File: config.mk
export PLATFORM = sky130hd
export DESIGN_NAME = ddrcp_top
export DESIGN_NICKNAME = d
export VERILOG_FILES = /design/src/core/ddrcp_pkg.sv /design/src/core/ddrcp_dec_if.sv /design/src/core/ddrcp_top.sv /design/src/core/ddrcp_decode.sv
export SDC_FILE = /design/constraint.sdc
export NUM_CORES = 1
export LEC_CHECK = 0
export ABC_AREA = 1
export BUFFER_PORTS_ARGS = -buffer_cell sky130_fd_sc_hd__clkbuf_2
export CAP_MARGIN = 20
export CORE_MARGIN = 1.5
export CORE_UTILIZATION = 40
export DETAILED_ROUTE_END_ITERATION = 8
export GPL_TIMING_DRIVEN = 1
export SLEW_MARGIN = 20
export SYNTH_ARGS = -nofsm -noshare
export SYNTH_HDL_FRONTEND = slang
export SYNTH_SLANG_ARGS = --single-unit
File: constraint.sdc
create_clock -name CLK_SYS -period 19.25 [get_ports CLK_SYS]
set_input_delay 3.85 -clock CLK_SYS [delete_from_list [all_inputs] [get_ports CLK_SYS]]
set_output_delay 3.85 -clock CLK_SYS [all_outputs]
set_load 0.1 [all_outputs]
File: src/core/ddrcp_pkg.sv
// Package for the DDR command decode and power-state block: encodings and timing counts.
// Assumes a single system clock of 10 MHz; the refresh cycle count derives from it, while the entry and exit delays are given in cycles.
package ddrcp_pkg;
  localparam int CLK_NS = 100;
  localparam int ROW_W = 13;
  localparam int COL_W = 10;
  localparam int ADDR_W = 15;
  localparam int NBANK = 4;
  localparam int BANK_W = 2;
  localparam int DQ_W = 16;
  localparam int BYTE_W = 8;
  localparam int AUTO_CLOSE_POS = 10;
  localparam int BURST_W = 4;
  localparam logic [BURST_W-1:0] BURST_LEN = 4'h0004;
  localparam int POWERDOWN_ENTRY_DELAY_CYC = 1;
  localparam int POWERDOWN_EXIT_DELAY_CYC = 1;
  localparam int REFRESH_CYCLE_TIME_NS = 300;
  localparam int RFC_CYC = (REFRESH_CYCLE_TIME_NS + CLK_NS - 1) / CLK_NS;
  localparam int CNT_W = 8;
  localparam logic [CNT_W-1:0] RFC_CNT = CNT_W'(RFC_CYC);
  localparam logic [CNT_W-1:0] PDX_CNT = CNT_W'(POWERDOWN_EXIT_DELAY_CYC);
  localparam logic [CNT_W-1:0] PDN_CNT = CNT_W'(POWERDOWN_ENTRY_DELAY_CYC);
  localparam logic [CNT_W-1:0] CNT_ZERO = 8'h00;
  localparam logic [CNT_W-1:0] CNT_ONE = 8'h01;
  localparam logic [BURST_W-1:0] BURST_ZERO = 4'h0;
  localparam logic [BURST_W-1:0] BURST_ONE = 4'h1;
  localparam logic [ROW_W-1:0] REF_ROW_ONE = 13'h0001;

  typedef enum logic [3:0] {
    DDRCP_CMD_NOP, DDRCP_CMD_DESEL, DDRCP_CMD_HALT, DDRCP_CMD_READ, DDRCP_CMD_WRITE,
    DDRCP_CMD_OPEN, DDRCP_CMD_CLOSE, DDRCP_CMD_REFRESH, DDRCP_CMD_MODE, DDRCP_CMD_ILLEGAL
  } ddrcp_cmd_t;

  typedef enum logic [1:0] {
    DDRCP_BANK0, DDRCP_BANK1, DDRCP_BANK2, DDRCP_BANK3
  } ddrcp_bank_t;
endpackage

File: src/core/ddrcp_dec_if.sv
// Interface carrying decoded command fields from the decoder to the control core.
// Assumes both ends sit on the same system clock.
interface ddrcp_dec_if;
  import ddrcp_pkg::*;
  ddrcp_cmd_t cmd;
  logic [BANK_W-1:0] bank;
  logic auto_close;
  logic [ADDR_W-1:0] addr;
  modport dec (output cmd, bank, auto_close, addr);
  modport core (input cmd, bank, auto_close, addr);
endinterface

File: src/core/ddrcp_top.sv
// Command interpreter and clock-enable power control of a four-bank DDR memory.
// Assumes command pins arrive asynchronously and are synchronised here; data pins are
// sampled on the system clock, one beat per cycle.
// Notes on behaviour
// - Bank bits select one of four banks.
// - Clock enable low enters, high exits low power.
// - Masked bytes dropped, burst counter still advances.
// - Strobe driven on reads, input on writes.
// - Row, column, write pins encode eight commands.
// - Chip select high ignores command pins; clock enable still acts.
// - Auto-close bit precharges bank after burst.
// - Mode set picks normal or extended register.
// - Burst halt ends reads, never writes.
// - Read bursts from column; drivers float after.
// - Open command latches thirteen-bit row.
// - Close one bank, or all with bit.
// - Refresh uses internal counter, floats, precharges.
// - Self-refresh runs while clock enable low.
// - Power-down one cycle later, no refresh, loop on.
// - Entry and exit need no-op or deselect.
// - Commands accepted one cycle after power-down exit.
module ddrcp_top
  import ddrcp_pkg::*;
(
  input wire logic CLK_SYS,
  input wire logic RST,
  input wire logic CKE,
  input wire logic CS_N,
  input wire logic RAS_N,
  input wire logic CAS_N,
  input wire logic WE_N,
  input wire logic BANK_SELECT_LO,
  input wire logic BANK_SELECT_HI,
  input wire logic [ADDR_W-1:0] ADDR,
  input wire logic LOWER_BYTE_MASK,
  input wire logic UPPER_BYTE_MASK,
  input wire logic [DQ_W-1:0] DQ_IN,
  input wire logic [DQ_W-1:0] RD_DATA,
  input wire logic LOWER_BYTE_STROBE_IN,
  input wire logic UPPER_BYTE_STROBE_IN,
  output logic [DQ_W-1:0] DQ_OUT,
  output logic DQ_OE_N,
  output logic LOWER_BYTE_STROBE_OUT,
  output logic UPPER_BYTE_STROBE_OUT,
  output logic STROBE_OE_N,
  output logic [NBANK-1:0] BANK_OPEN,
  output logic [NBANK*ROW_W-1:0] BANK_ROW,
  output logic [BANK_W-1:0] BURST_BANK,
  output logic [COL_W-1:0] BURST_COL,
  output logic BURST_READ,
  output logic BURST_WRITE,
  output logic [DQ_W-1:0] WR_DATA,
  output logic [1:0] WR_BYTE_EN,
  output logic WR_STROBE_OK,
  output logic [ADDR_W-1:0] MODE_REG,
  output logic [ADDR_W-1:0] EXT_MODE_REG,
  output logic REFRESH_BUSY,
  output logic [BANK_W-1:0] REFRESH_BANK,
  output logic [ROW_W-1:0] REFRESH_ROW,
  output logic SELF_REFRESH,
  output logic POWER_DOWN,
  output logic DLL_ENABLE,
  output logic CMD_READY
);
  import ddrcp_pkg::*;

  typedef enum logic [2:0] {
    PW_ACTIVE, PW_PD_ENTRY, PW_POWERDOWN, PW_PD_EXIT, PW_SELF
  } ddrcp_pw_t;

  // Two-stage synchronisers for every control pin
  localparam int SYN_W = 7 + ADDR_W;
  logic [SYN_W-1:0] syn1_r, syn2_r;
  always_ff @(posedge CLK_SYS or posedge RST) begin
    if (RST) begin
      syn1_r <= {1'b0, 1'b1, 3'b111, 2'b00, {ADDR_W{1'b0}}};
      syn2_r <= {1'b0, 1'b1, 3'b111, 2'b00, {ADDR_W{1'b0}}};
    end else begin
      syn1_r <= {CKE, CS_N, RAS_N, CAS_N, WE_N, BANK_SELECT_LO, BANK_SELECT_HI, ADDR};
      syn2_r <= syn1_r;
    end
  end
  logic cke_s, cke_prev_r;
  assign cke_s = syn2_r[SYN_W-1];

  ddrcp_dec_if dif();
  ddrcp_decode u_dec (
    .cs_n(syn2_r[SYN_W-2]),
    .ras_n(syn2_r[SYN_W-3]),
    .cas_n(syn2_r[SYN_W-4]),
    .we_n(syn2_r[SYN_W-5]),
    .bank_select_lo(syn2_r[SYN_W-6]),
    .bank_select_hi(syn2_r[SYN_W-7]),
    .addr(syn2_r[ADDR_W-1:0]),
    .dec(dif.dec)
  );

  function automatic logic is_quiet(input ddrcp_cmd_t c);
    return (c == DDRCP_CMD_NOP) || (c == DDRCP_CMD_DESEL);
  endfunction

  ddrcp_pw_t pw_r, pw_nxt;
  logic [NBANK-1:0] open_r, open_nxt;
  logic [ROW_W-1:0] row_r [NBANK], row_nxt [NBANK];
  logic [BANK_W-1:0] bb_r, bb_nxt;
  logic [COL_W-1:0] col_r, col_nxt;
  logic rd_r, rd_nxt, wr_r, wr_nxt, ac_r, ac_nxt;
  logic [BURST_W-1:0] bcnt_r, bcnt_nxt;
  logic [ADDR_W-1:0] mr_r, mr_nxt, emr_r, emr_nxt;
  logic [CNT_W-1:0] rcnt_r, rcnt_nxt, wcnt_r, wcnt_nxt;
  logic [BANK_W-1:0] rbank_r, rbank_nxt;
  logic [ROW_W-1:0] rrow_r, rrow_nxt;
  logic accept;
  ddrcp_cmd_t cmd;

  assign cmd = dif.cmd;
  // Commands only act at full power, once exit waits and refresh have elapsed
  assign accept = (pw_r == PW_ACTIVE) && cke_prev_r && cke_s && (rcnt_r == CNT_ZERO);

  always_comb begin
    pw_nxt = pw_r;
    open_nxt = open_r;
    row_nxt = row_r;
    bb_nxt = bb_r;
    col_nxt = col_r;
    rd_nxt = rd_r;
    wr_nxt = wr_r;
    ac_nxt = ac_r;
    bcnt_nxt = bcnt_r;
    mr_nxt = mr_r;
    emr_nxt = emr_r;
    rcnt_nxt = rcnt_r;
    wcnt_nxt = wcnt_r;
    rbank_nxt = rbank_r;
    rrow_nxt = rrow_r;
    // Burst progress: counter runs whether or not bytes are masked
    if (rd_r || wr_r) begin
      bcnt_nxt = bcnt_r - BURST_ONE;
      col_nxt = col_r + COL_W'(1);
      if (bcnt_r == BURST_ONE) begin
        rd_nxt = 1'b0;
        wr_nxt = 1'b0;
        if (ac_r) begin
          open_nxt[bb_r] = 1'b0;
        end
      end
    end
    if (rcnt_r != CNT_ZERO) begin
      rcnt_nxt = rcnt_r - CNT_ONE;
    end
    if (accept) begin
      unique case (cmd)
        DDRCP_CMD_HALT: begin
          if (rd_r) begin
            rd_nxt = 1'b0;
            bcnt_nxt = BURST_ZERO;
            if (ac_r) begin
              open_nxt[bb_r] = 1'b0;
            end
          end
        end
        DDRCP_CMD_READ, DDRCP_CMD_WRITE: begin
          if (open_r[dif.bank]) begin
            bb_nxt = dif.bank;
            col_nxt = dif.addr[COL_W-1:0];
            ac_nxt = dif.auto_close;
            rd_nxt = (cmd == DDRCP_CMD_READ);
            wr_nxt = (cmd == DDRCP_CMD_WRITE);
            bcnt_nxt = BURST_LEN;
          end
        end
        DDRCP_CMD_OPEN: begin
          open_nxt[dif.bank] = 1'b1;
          row_nxt[dif.bank] = dif.addr[ROW_W-1:0];
        end
        DDRCP_CMD_CLOSE: begin
          if (dif.auto_close) begin
            open_nxt = '0;
          end else begin
            open_nxt[dif.bank] = 1'b0;
          end
          if (dif.auto_close || dif.bank == bb_r) begin
            rd_nxt = 1'b0;
            wr_nxt = 1'b0;
          end
        end
        DDRCP_CMD_REFRESH: begin
          rd_nxt = 1'b0;
          wr_nxt = 1'b0;
          open_nxt = '0;
          if (cke_s) begin
            rcnt_nxt = RFC_CNT;
          end
        end
        DDRCP_CMD_MODE: begin
          if (dif.bank == DDRCP_BANK0 && !dif.auto_close) begin
            mr_nxt = dif.addr;
          end else if (dif.bank[BANK_W-1]) begin
            emr_nxt = dif.addr;
          end
        end
        default: begin
        end
      endcase
    end
    // Internal refresh counter steps on auto-refresh and each self-refresh pass
    if ((accept && cmd == DDRCP_CMD_REFRESH) || pw_r == PW_SELF) begin
      rrow_nxt = rrow_r + REF_ROW_ONE;
      if (rrow_r == {ROW_W{1'b1}}) begin
        rbank_nxt = rbank_r + BANK_W'(1);
      end
    end
    unique case (pw_r)
      PW_ACTIVE: begin
        if (cke_prev_r && !cke_s) begin
          if (cmd == DDRCP_CMD_REFRESH) begin
            pw_nxt = PW_SELF;
            open_nxt = '0;
            rd_nxt = 1'b0;
            wr_nxt = 1'b0;
          end else if (is_quiet(cmd)) begin
            pw_nxt = PW_PD_ENTRY;
            wcnt_nxt = PDN_CNT;
          end
        end
      end
      PW_PD_ENTRY: begin
        if (wcnt_r > CNT_ONE) begin
          wcnt_nxt = wcnt_r - CNT_ONE;
        end else begin
          pw_nxt = PW_POWERDOWN;
        end
      end
      PW_POWERDOWN, PW_SELF: begin
        if (cke_s && !cke_prev_r && is_quiet(cmd)) begin
          pw_nxt = PW_PD_EXIT;
          wcnt_nxt = PDX_CNT;
        end
      end
      PW_PD_EXIT: begin
        if (wcnt_r > CNT_ONE) begin
          wcnt_nxt = wcnt_r - CNT_ONE;
        end else begin
          pw_nxt = PW_ACTIVE;
        end
      end
      default: pw_nxt = PW_ACTIVE;
    endcase
  end

  always_ff @(posedge CLK_SYS or posedge RST) begin
    if (RST) begin
      pw_r <= PW_ACTIVE;
      cke_prev_r <= 1'b0;
      open_r <= '0;
      for (int i = 0; i < NBANK; i++) begin
        row_r[i] <= '0;
      end
      bb_r <= '0;
      col_r <= '0;
      rd_r <= 1'b0;
      wr_r <= 1'b0;
      ac_r <= 1'b0;
      bcnt_r <= BURST_ZERO;
      mr_r <= '0;
      emr_r <= '0;
      rcnt_r <= CNT_ZERO;
      wcnt_r <= CNT_ZERO;
      rbank_r <= '0;
      rrow_r <= '0;
    end else begin
      pw_r <= pw_nxt;
      cke_prev_r <= cke_s;
      open_r <= open_nxt;
      row_r <= row_nxt;
      bb_r <= bb_nxt;
      col_r <= col_nxt;
      rd_r <= rd_nxt;
      wr_r <= wr_nxt;
      ac_r <= ac_nxt;
      bcnt_r <= bcnt_nxt;
      mr_r <= mr_nxt;
      emr_r <= emr_nxt;
      rcnt_r <= rcnt_nxt;
      wcnt_r <= wcnt_nxt;
      rbank_r <= rbank_nxt;
      rrow_r <= rrow_nxt;
    end
  end

  // Data path registers: read drive and masked write capture
  logic [DQ_W-1:0] dqo_r, dqo_nxt, wd_r, wd_nxt;
  logic [1:0] be_r, be_nxt;
  logic oe_n_r, oe_n_nxt, sok_r, sok_nxt;
  always_comb begin
    dqo_nxt = rd_r ? RD_DATA : dqo_r;
    oe_n_nxt = !rd_r;
    wd_nxt = wd_r;
    be_nxt = 2'b00;
    sok_nxt = 1'b0;
    if (wr_r) begin
      wd_nxt = DQ_IN;
      be_nxt = {!UPPER_BYTE_MASK, !LOWER_BYTE_MASK};
      sok_nxt = LOWER_BYTE_STROBE_IN && UPPER_BYTE_STROBE_IN;
    end
  end
  always_ff @(posedge CLK_SYS or posedge RST) begin
    if (RST) begin
      dqo_r <= '0;
      oe_n_r <= 1'b1;
      wd_r <= '0;
      be_r <= 2'b00;
      sok_r <= 1'b0;
    end else begin
      dqo_r <= dqo_nxt;
      oe_n_r <= oe_n_nxt;
      wd_r <= wd_nxt;
      be_r <= be_nxt;
      sok_r <= sok_nxt;
    end
  end

  genvar g;
  for (g = 0; g < NBANK; g++) begin : g_row
    assign BANK_ROW[g*ROW_W +: ROW_W] = row_r[g];
  end

  assign DQ_OUT = dqo_r;
  assign DQ_OE_N = oe_n_r;
  // Strobe outputs sit high, without toggling, only while reads drive the bus
  assign LOWER_BYTE_STROBE_OUT = !oe_n_r;
  assign UPPER_BYTE_STROBE_OUT = !oe_n_r;
  assign STROBE_OE_N = oe_n_r;
  assign BANK_OPEN = open_r;
  assign BURST_BANK = bb_r;
  assign BURST_COL = col_r;
  assign BURST_READ = rd_r;
  assign BURST_WRITE = wr_r;
  assign WR_DATA = wd_r;
  assign WR_BYTE_EN = be_r;
  assign WR_STROBE_OK = sok_r;
  assign MODE_REG = mr_r;
  assign EXT_MODE_REG = emr_r;
  assign REFRESH_BUSY = (rcnt_r != CNT_ZERO) || (pw_r == PW_SELF);
  assign REFRESH_BANK = rbank_r;
  assign REFRESH_ROW = rrow_r;
  assign SELF_REFRESH = (pw_r == PW_SELF);
  assign POWER_DOWN = (pw_r == PW_POWERDOWN);
  assign DLL_ENABLE = 1'b1;
  assign CMD_READY = accept;
endmodule

File: src/core/ddrcp_decode.sv
// Command decoder: turns synchronised pin levels into a command and bank.
// Assumes its inputs are already synchronised to the system clock.
module ddrcp_decode
  import ddrcp_pkg::*;
(
  input wire logic cs_n,
  input wire logic ras_n,
  input wire logic cas_n,
  input wire logic we_n,
  input wire logic bank_select_lo,
  input wire logic bank_select_hi,
  input wire logic [ADDR_W-1:0] addr,
  ddrcp_dec_if.dec dec
);
  always_comb begin
    dec.bank = {bank_select_lo, bank_select_hi};
    dec.auto_close = addr[AUTO_CLOSE_POS];
    dec.addr = addr;
    if (cs_n) begin
      dec.cmd = DDRCP_CMD_DESEL;
    end else begin
      unique case ({ras_n, cas_n, we_n})
        3'b111: dec.cmd = DDRCP_CMD_NOP;
        3'b110: dec.cmd = DDRCP_CMD_HALT;
        3'b101: dec.cmd = DDRCP_CMD_READ;
        3'b100: dec.cmd = DDRCP_CMD_WRITE;
        3'b011: dec.cmd = DDRCP_CMD_OPEN;
        3'b010: dec.cmd = DDRCP_CMD_CLOSE;
        3'b001: dec.cmd = DDRCP_CMD_REFRESH;
        3'b000: dec.cmd = DDRCP_CMD_MODE;
        default: dec.cmd = DDRCP_CMD_ILLEGAL;
      endcase
    end
  end
endmodule

; ---- Word level (Yosys, flattened, before mapping)
; Memories as Yosys holds them, arrays and structs flattened.
; Cells that the tools add are included.
[word_totals]
reg_bits = 220
romBits = 32
in_bits = 60
out_inout_bits = 159
wordCells = 179
mem_count = 1
[classes]
n_addsub = 6
magnitude_cmp = 7
eq_ne = 23
muxes = 68
bitwise = 8
reduce_logical = 40
[memory_table]
columns = name, words, word_bits, rd, rd_clocked_by_memory_dff, write_ports, line
row1 = (name not given), 8, 4, 1, 0, 0, ddrcp_decode.sv:22  ; unique case ({ras_n, cas_n, we_n})
[ops]
columns = op, n
row1 = 2-to-1 mux 8 bit, 9
row2 = 2-to-1 mux 4 bit, 15
row3 = bitwise mux 52 bit, 1
row4 = 2-to-1 mux 10 bit, 4
row5 = demux 13 bit (select 2 bit), 1
row6 = case mux 8 bit (3 select lines), 1
row7 = 2-to-1 mux 1 bit, 21
row8 = 2-to-1 mux 3 bit, 6
row9 = equality test 4 x 3 -> 1 bit (second input constant), 4
row10 = case mux 4 bit (4 select lines), 1
row11 = subtractor 8 x 1 -> 8 bit (second input constant), 2
row12 = adder 13 x 1 -> 13 bit (second input constant), 1
row13 = equality test 13 bit (second input constant), 1
row14 = 2-to-1 mux 13 bit, 1
row15 = AND 4 bit, 3
row16 = logical AND 1 bit, 12
row17 = case mux 3 bit (4 select lines), 1
row18 = adder 10 x 1 -> 10 bit (second input constant), 1
row19 = equality test 4 x 1 -> 1 bit (second input constant), 2
row20 = equality test 4 x 2 -> 1 bit (second input constant), 2
row21 = > comparator 8 x 1 -> 1 bit (second input constant), 1
row22 = logical NOT 8 bit, 1
row23 = != test 2 bit (second input constant), 4
row24 = NOT 4 bit, 2
row25 = other kinds (35), 55

; ---- Depth between registers and ports, before layout
; Gate-level depths: netlist (run 1).
[depth]
depth_word = 17
ltp_mapped = 14
mapped_depth_nobuf = 14

; ---- Cells and area by module
; Synthesis (run 1) repeated with hierarchy kept, for this count alone.
[hier_totals]
cells_unflattened = 1046
area_unflattened_um2 = 9532.9
[modules_own_cells]
columns = mod, n_inst, cells_per_inst, area_per_inst_um2, seq_area_each_um2
row1 = ddrcp_top, 1, 1010, 9300.2, 5516.5
row2 = ddrcp_decode, 1, 36, 232.7, 0.0

; ---- Least setup slack after synthesis (run 1)
; OpenSTA, ideal clock, no wires.
[synth_path]
path_type = flip-flop to output port
startpoint = register oe_n_r (netlist: DQ_OE_N)
endpoint = output UPPER_BYTE_STROBE_OUT
t_arrival_ns = 1.801
required_time_ns = 15.400
slack_ns = 13.599
stages_incl_launch_ff = 3
n_path_buf = 1
cell_sequence = dfstp_2 inv_1 buf_4
[synth_between]
elab_chain_cells = 1
[synth_rtl]
columns = element, line
row1 = "start, declared", ddrcp_top.sv:294  ; logic oe_n_r, oe_n_nxt, sok_r, sok_nxt;
row2 = "start signal, assigned", ddrcp_top.sv:316  ; oe_n_r <= oe_n_nxt;
row3 = logical NOT 1 bit, n/a
row4 = "end, declared", ddrcp_top.sv:44  ; output logic UPPER_BYTE_STROBE_OUT,
; No other way between the ends.

; ---- Worst setup path after layout (run 1)
[layout_path]
startpoint = register rcnt_r[0]
endpoint = output CMD_READY
[layout_between]
elab_chain_cells = 2
[layout_rtl]
columns = element, line
row1 = "start, declared", ddrcp_top.sv:110  ; logic [CNT_W-1:0] rcnt_r, rcnt_nxt, wcnt_r, wcnt_nxt;
row2 = "start signal, assigned", ddrcp_top.sv:284  ; rcnt_r <= rcnt_nxt;
row3 = logical NOT 8 bit, ddrcp_top.sv:118  ; assign accept = (pw_r == PW_ACTIVE) && cke_prev_r && cke_s && (rcnt_r == CNT_ZERO);
row4 = logical AND 1 bit, ddrcp_top.sv:118
row5 = "end, declared", ddrcp_top.sv:63  ; output logic CMD_READY
; No other way between the ends.

==> results of run 1 <==
[metal layers]
metal  vias to the layer above  wire length, um  share of wire  track usage
li1                       3557                -              -            -
met1                      3255             9810           0.45        0.249
met2                       202             9850           0.45        0.299
met3                        34             1720          0.078       0.0549
met4                         0              588          0.027       0.0540
met5                         -                0              0            0
[area by class of cell]
type,instances,area (um2)
clock buffer,30,653
clock inverter,13,171
fill,2150,11300
inverter,90,345
multi-input combinational,649,3160
sequential,220,5520
tap,285,357
timing repair buffer,220,1130
[kinds of logic after synthesis]
logic type / count (synthesis) / synth area share
AOI/OAI and AO/OA: 142 / 0.0852
adders and majority gates: 11 / 0.0149
DFF: 220 / 0.599
buffers and inverters: 122 / 0.0592
xor gates and xnor gates: 28 / 0.0266
and+or+nand+nor: 467 / 0.215
other: 1 / 0.000407
[cell usage after synthesis, types with 6 or more instances]
cell type	count
clkbuf_1	9
nor3_1	19
nand2_1	314
o21ai_0	68
dfrtp_1	211
buf_6	8
nor2_1	68
xnor2_1	7
nand4_1	13
ha_1	11
a21oi_1	8
o21ai_2	16
xor2_1	21
dfstp_2	9
inv_1	87
o21ai_1	45
buf_2	9
nand3_1	27
nand2_2	6
[state kept, by name, summed over array words and instances, names as in the netlist, 2 cells and up]
name,flops
syn2_r,22
BURST_BANK,2
BANK_OPEN,4
BURST_COL,10
rcnt_r,8
wcnt_r,8
REFRESH_ROW,13
bcnt_r,4
WR_BYTE_EN,2
MODE_REG,15
syn1_r,22
pw_r,3
REFRESH_BANK,2
BANK_ROW,52
EXT_MODE_REG,15
DQ_OUT,16
WR_DATA,16
[power by group through the flow]
stage	combinational [mW]	sequential [mW]	clock (mW)
after floorplan	0.126	0.559	0
after global placement	0.206	0.518	0
after detailed placement	0.209	0.519	0
after CTS	0.209	0.512	0.487
after global routing	0.234	0.516	0.502
final	0.207	0.512	0.473
[worst paths after layout]
| kind | to | start | slack, ps | cells after the start |
|---|---|---|---|---|
| max | CMD_READY | rcnt_r[0] | 12840 | 7 |
| min | syn2_r[9] | syn1_r[9] | 350 | 0 |
| max reg2reg | BURST_COL[7] | BURST_WRITE | 16630 | 11 |
| min reg2reg | syn2_r[9] | syn1_r[9] | 350 | 0 |
| max in group asynchronous | rcnt_r[2] | RST | 14160 | 4 |
| min in group asynchronous | DQ_OUT[15] | RST | 3280 | 2 |
[per-stage QoR]
step	instances	power (mW)	utilization	setup slack, ps	cell area (um2)
detailed placement	1463	0.728	0.462	13380	10500
global route	1507	1.25	0.500	12650	11300
global placement	1463	0.725	0.462	13400	10500
finish	1507	1.19	0.500	12840	11300
floorplan	991	0.685	-	9390	9210
CTS	1506	1.21	0.499	12810	11300
[worst max-delay path, delay by kind of cell (launching register included)]
family / cells / cell delay, ps
and+or+nand+nor: 3 / 770
buffers and inverters: 3 / 730
DFF: 1 / 390
adders and majority gates: 1 / 150
==> flow_summary.toml, run 1 <==
[sta]
period_minus_slack_ps = 6410
final-setup-viol-count = 0
rsz0062_at_grt = "false"
relSlewSlack = 0.370
finalSetupTns_ps = 0
fmax_mhz = 156
finalClockSkew_ps = 17.3
hold_viol = 0
hold_ws_ps = 348
fin_crit_sh = 0.333
finalMaxSlewViolations = 0
worst_slew_pin_slew_ps = 945

[synthesis]
synth.area.top_cells = "dfrtp_1 57%, nand2_1 13%, o21ai_0 3.7%"
avgSynthCellArea_um2 = 9.29
synth_edf_count = 0
seq_area_frac_synth = 0.599
synth_cell_types = 37
syn-num-nets = 1062
synth_seq_cells = 220
syn_area_um2 = 9210
synth_top_area_cell = "dfrtp_1"
yosys_warnings = 0
synthArstFlopShare = 1.00
ys.flop_type = "dfrtp_1"
synth_top_area_frac = 0.573
synth_cells = 991

[setup_path]
cp_cell_sequence = "inv_1 -> ha_1 -> inv_1 -> nor2_1 -> nand3_1 -> nor2_2 -> clkbuf_2"
crit_path_max_incr_delay_ps = 560
crit_arrival_ps = 2560
slowest_stage = "clkbuf_2"
cp_max_fo = 12
critical_path_required_ps = 15400
critical_path_class = "flop to primary output"
end_kind = "primary output"
cpMostUsedCell = "inv_1"
start_kind = "flop"

[drt]
num_vias = 7048
postRouteAntennaNets = 0
routed_wl_um = 22000
avgRoutedWirePerCell_um = 14.6
firstDrtPassIters = 4
drc = 0
viasPerCell = 4.68
drtIter0Drc = 384

[global_routing]
grt_max_degree = 148
grt_pass1_wl_um = 35800
grt_overflow = 0
grt.total_usage = 0.187
first_global_vias = 6836
antenna_found_initial = 0

[power_and_ir_drop]
pwr-share-comb = 0.174
swShare = 0.307
internal-power_mw = 0.826
power.switching_mw = 0.365
ir_worst_vdd_uv = 85.5
p_leak_nw = 5.84
clock_power_share = 0.397
seqPwrFrac = 0.429
power_density_nw_per_um2 = 105

[clock_tree]
cts_hold_buf = 0
numCtsBuffers = 24
htreeDepth = 1
cts_tree = "done"
cts_setup_buffers = 0
cts.sinks = 220
cts-root-buf = "clkbuf_16"
cts.repair.resized = 0
clk_latency_ps = 540
cts.clk_slew.worst_paths_ps = 60
clockBufferDepth = 3

[job]
drv_cap = 0

[place]
portBuffers = 217
gp_congestion = 0.833
hpwl_um = 15300

[cells_and_area]
antenna_cells = 0
area_growth_pct = 23.0
num-nets-final = 1276
layout_commonest_cell = "nand2_1"
most-common-layout-cells = "314 x nand2_1, 217 x clkbuf_2, 211 x dfrtp_1"
drive_gt1_frac = 0.256

[floorplanning]
die_h_um = 155
pin_count = 219
num_rows = 55
coreArea_um2 = 22600
fp.dieW_um = 155
initial_utilization = 0.407
dieArea_um2 = 23900

[worst_hold_path]
hold_class = "flop to flop"

[outcome]
status = "complete, no violations"
No activity file was read; power rests on OpenSTA's default activity.
==> run 2: changes to the inputs <==
Clock period 19.25 ns to 6.1 ns, I/O delays scaled along.
==> flow_summary.toml, run 2 (synthesis results as in run 1) <==
[sta]
fmax_mhz = 263
worst_slew_pin_slew_ps = 988
hold_ws_ps = 345
period_minus_slack_ps = 3810
finalSetupTns_ps = 0
fin_crit_sh = 0.624
finalMaxSlewViolations = 0
hold_viol = 0
relSlewSlack = 0.341
finalClockSkew_ps = 13.5
final-setup-viol-count = 0
rsz0062_at_grt = "false"

[floorplanning]
initial_utilization = 0.407
num_rows = 55
coreArea_um2 = 22600
die_h_um = 155
dieArea_um2 = 23900
fp.dieW_um = 155
pin_count = 219

[global_routing]
antenna_found_initial = 0
grt_pass1_wl_um = 36100
first_global_vias = 6946
grt_overflow = 0
grt.total_usage = 0.188
grt_max_degree = 184

[setup_path]
cp_max_fo = 12
cp_cell_sequence = "inv_1 -> ha_1 -> inv_1 -> nor2_1 -> nand3_1 -> nor2_2 -> clkbuf_2"
reg2reg_slack_ps = 3320
r2r-end = "BANK_OPEN[2]"
end_kind = "primary output"
crit_path_end = "CMD_READY"
rr_worst_depth = 6
critical_path_required_ps = 4880
cpMostUsedCell = "inv_1"
crit_path_max_incr_delay_ps = 570
crit_start = "rcnt_r[0]"
crit_arrival_ps = 2590
slowest_stage = "clkbuf_2"
start_kind = "flop"
critical_path_class = "flop to primary output"
r2r_start = "BURST_READ"

[drt]
num_vias = 7142
postRouteAntennaNets = 0
drtIter0Drc = 295
viasPerCell = 4.73
drc = 0
firstDrtPassIters = 5
wl_met1_um = 9690
route.met2.wl_um = 9880
met3_length_um = 1680
avgRoutedWirePerCell_um = 14.5
routed.top_layer = "met4"
routed_wl_um = 21900

[outcome]
status = "complete, no violations"

[clock_tree]
cts.sinks = 220
clk_latency_ps = 520
cts.clk_slew.worst_paths_ps = 60
cts-root-buf = "clkbuf_16"
numCtsBuffers = 25
cts.repair.resized = 0
htreeDepth = 1
cts_tree = "done"
clockBufferDepth = 3
cts_hold_buf = 0
cts_setup_buffers = 0

[job]
drv_cap = 0

[cells_and_area]
most-common-layout-cells = "314 x nand2_1, 217 x clkbuf_2, 211 x dfrtp_1"
drive_gt1_frac = 0.257
antenna_cells = 0
fillers = 2145
stdcell_area_um2 = 11400
layout_commonest_cell = "nand2_1"
largest_register_ffs = 52
area_growth_pct = 23.7
num-nets-final = 1277

[power_and_ir_drop]
power_density_nw_per_um2 = 340
p_leak_nw = 5.86
ir_worst_vdd_uv = 309

[worst_hold_path]
hold_class = "flop to flop"

[place]
placed_area_um2 = 10500
portBuffers = 217
gp_congestion = 0.853
hpwl_um = 15000
## run 2: per-stage QoR
step | worst slack [ps] | cells | power, mW | util
after CTS | 2240 | 1508 | 3.93 | 0.502
after detailed placement | 2800 | 1463 | 2.30 | 0.463
final | 2290 | 1509 | 3.87 | 0.503
after global routing | 2110 | 1509 | 4.07 | 0.503
after global placement | 2870 | 1463 | 2.29 | 0.463
after floorplan | 2020 | 991 | 2.16 | -
## run 2: per-layer routing
layer,vias up,global-route usage
met3,45,0.0563
met2,216,0.302
met5,-,0
li1,3570,-
met4,0,0.0623
met1,3311,0.244
## run 2: how the worst min path moves through the flow
stage               cells after the start        from  slack [ps]    endpoint
floorplan                               0   syn1_r[0]         330   syn2_r[0]
global placement                        0   syn1_r[2]         330   syn2_r[2]
detailed placement                      0  syn1_r[15]         330  syn2_r[15]
CTS                                     0   syn1_r[1]         340   syn2_r[1]
global route                            0   syn1_r[3]         350   syn2_r[3]
finish                                  0   syn1_r[1]         340   syn2_r[1]
## run 2: power breakdown
group          switching (mW)  total (mW)  internal, mW
Combinational           0.484       0.650         0.167
Sequential             0.0647        1.61          1.55
Clock                   0.603        1.61          1.00
Total                    1.15        3.87          2.72
## run 2: worst max-delay path: cells and delay by family (launching register included)
family	cells	cell delay [ps]
AND/OR/NAND/NOR	3	790
buffers and inverters	3	740
adder cells (fa/ha/maj)	1	150
flip-flops	1	400
## run 2: cell type report
class	instances	area, um2	share of cell area
multi-input cells	649	3150	0.277
clock inverters	11	166	0.0146
flip-flops and latches	220	5520	0.484
inverters	90	342	0.0300
repair buffers	220	1120	0.0988
clock buffers	34	729	0.0641
well taps	285	357	0.0313
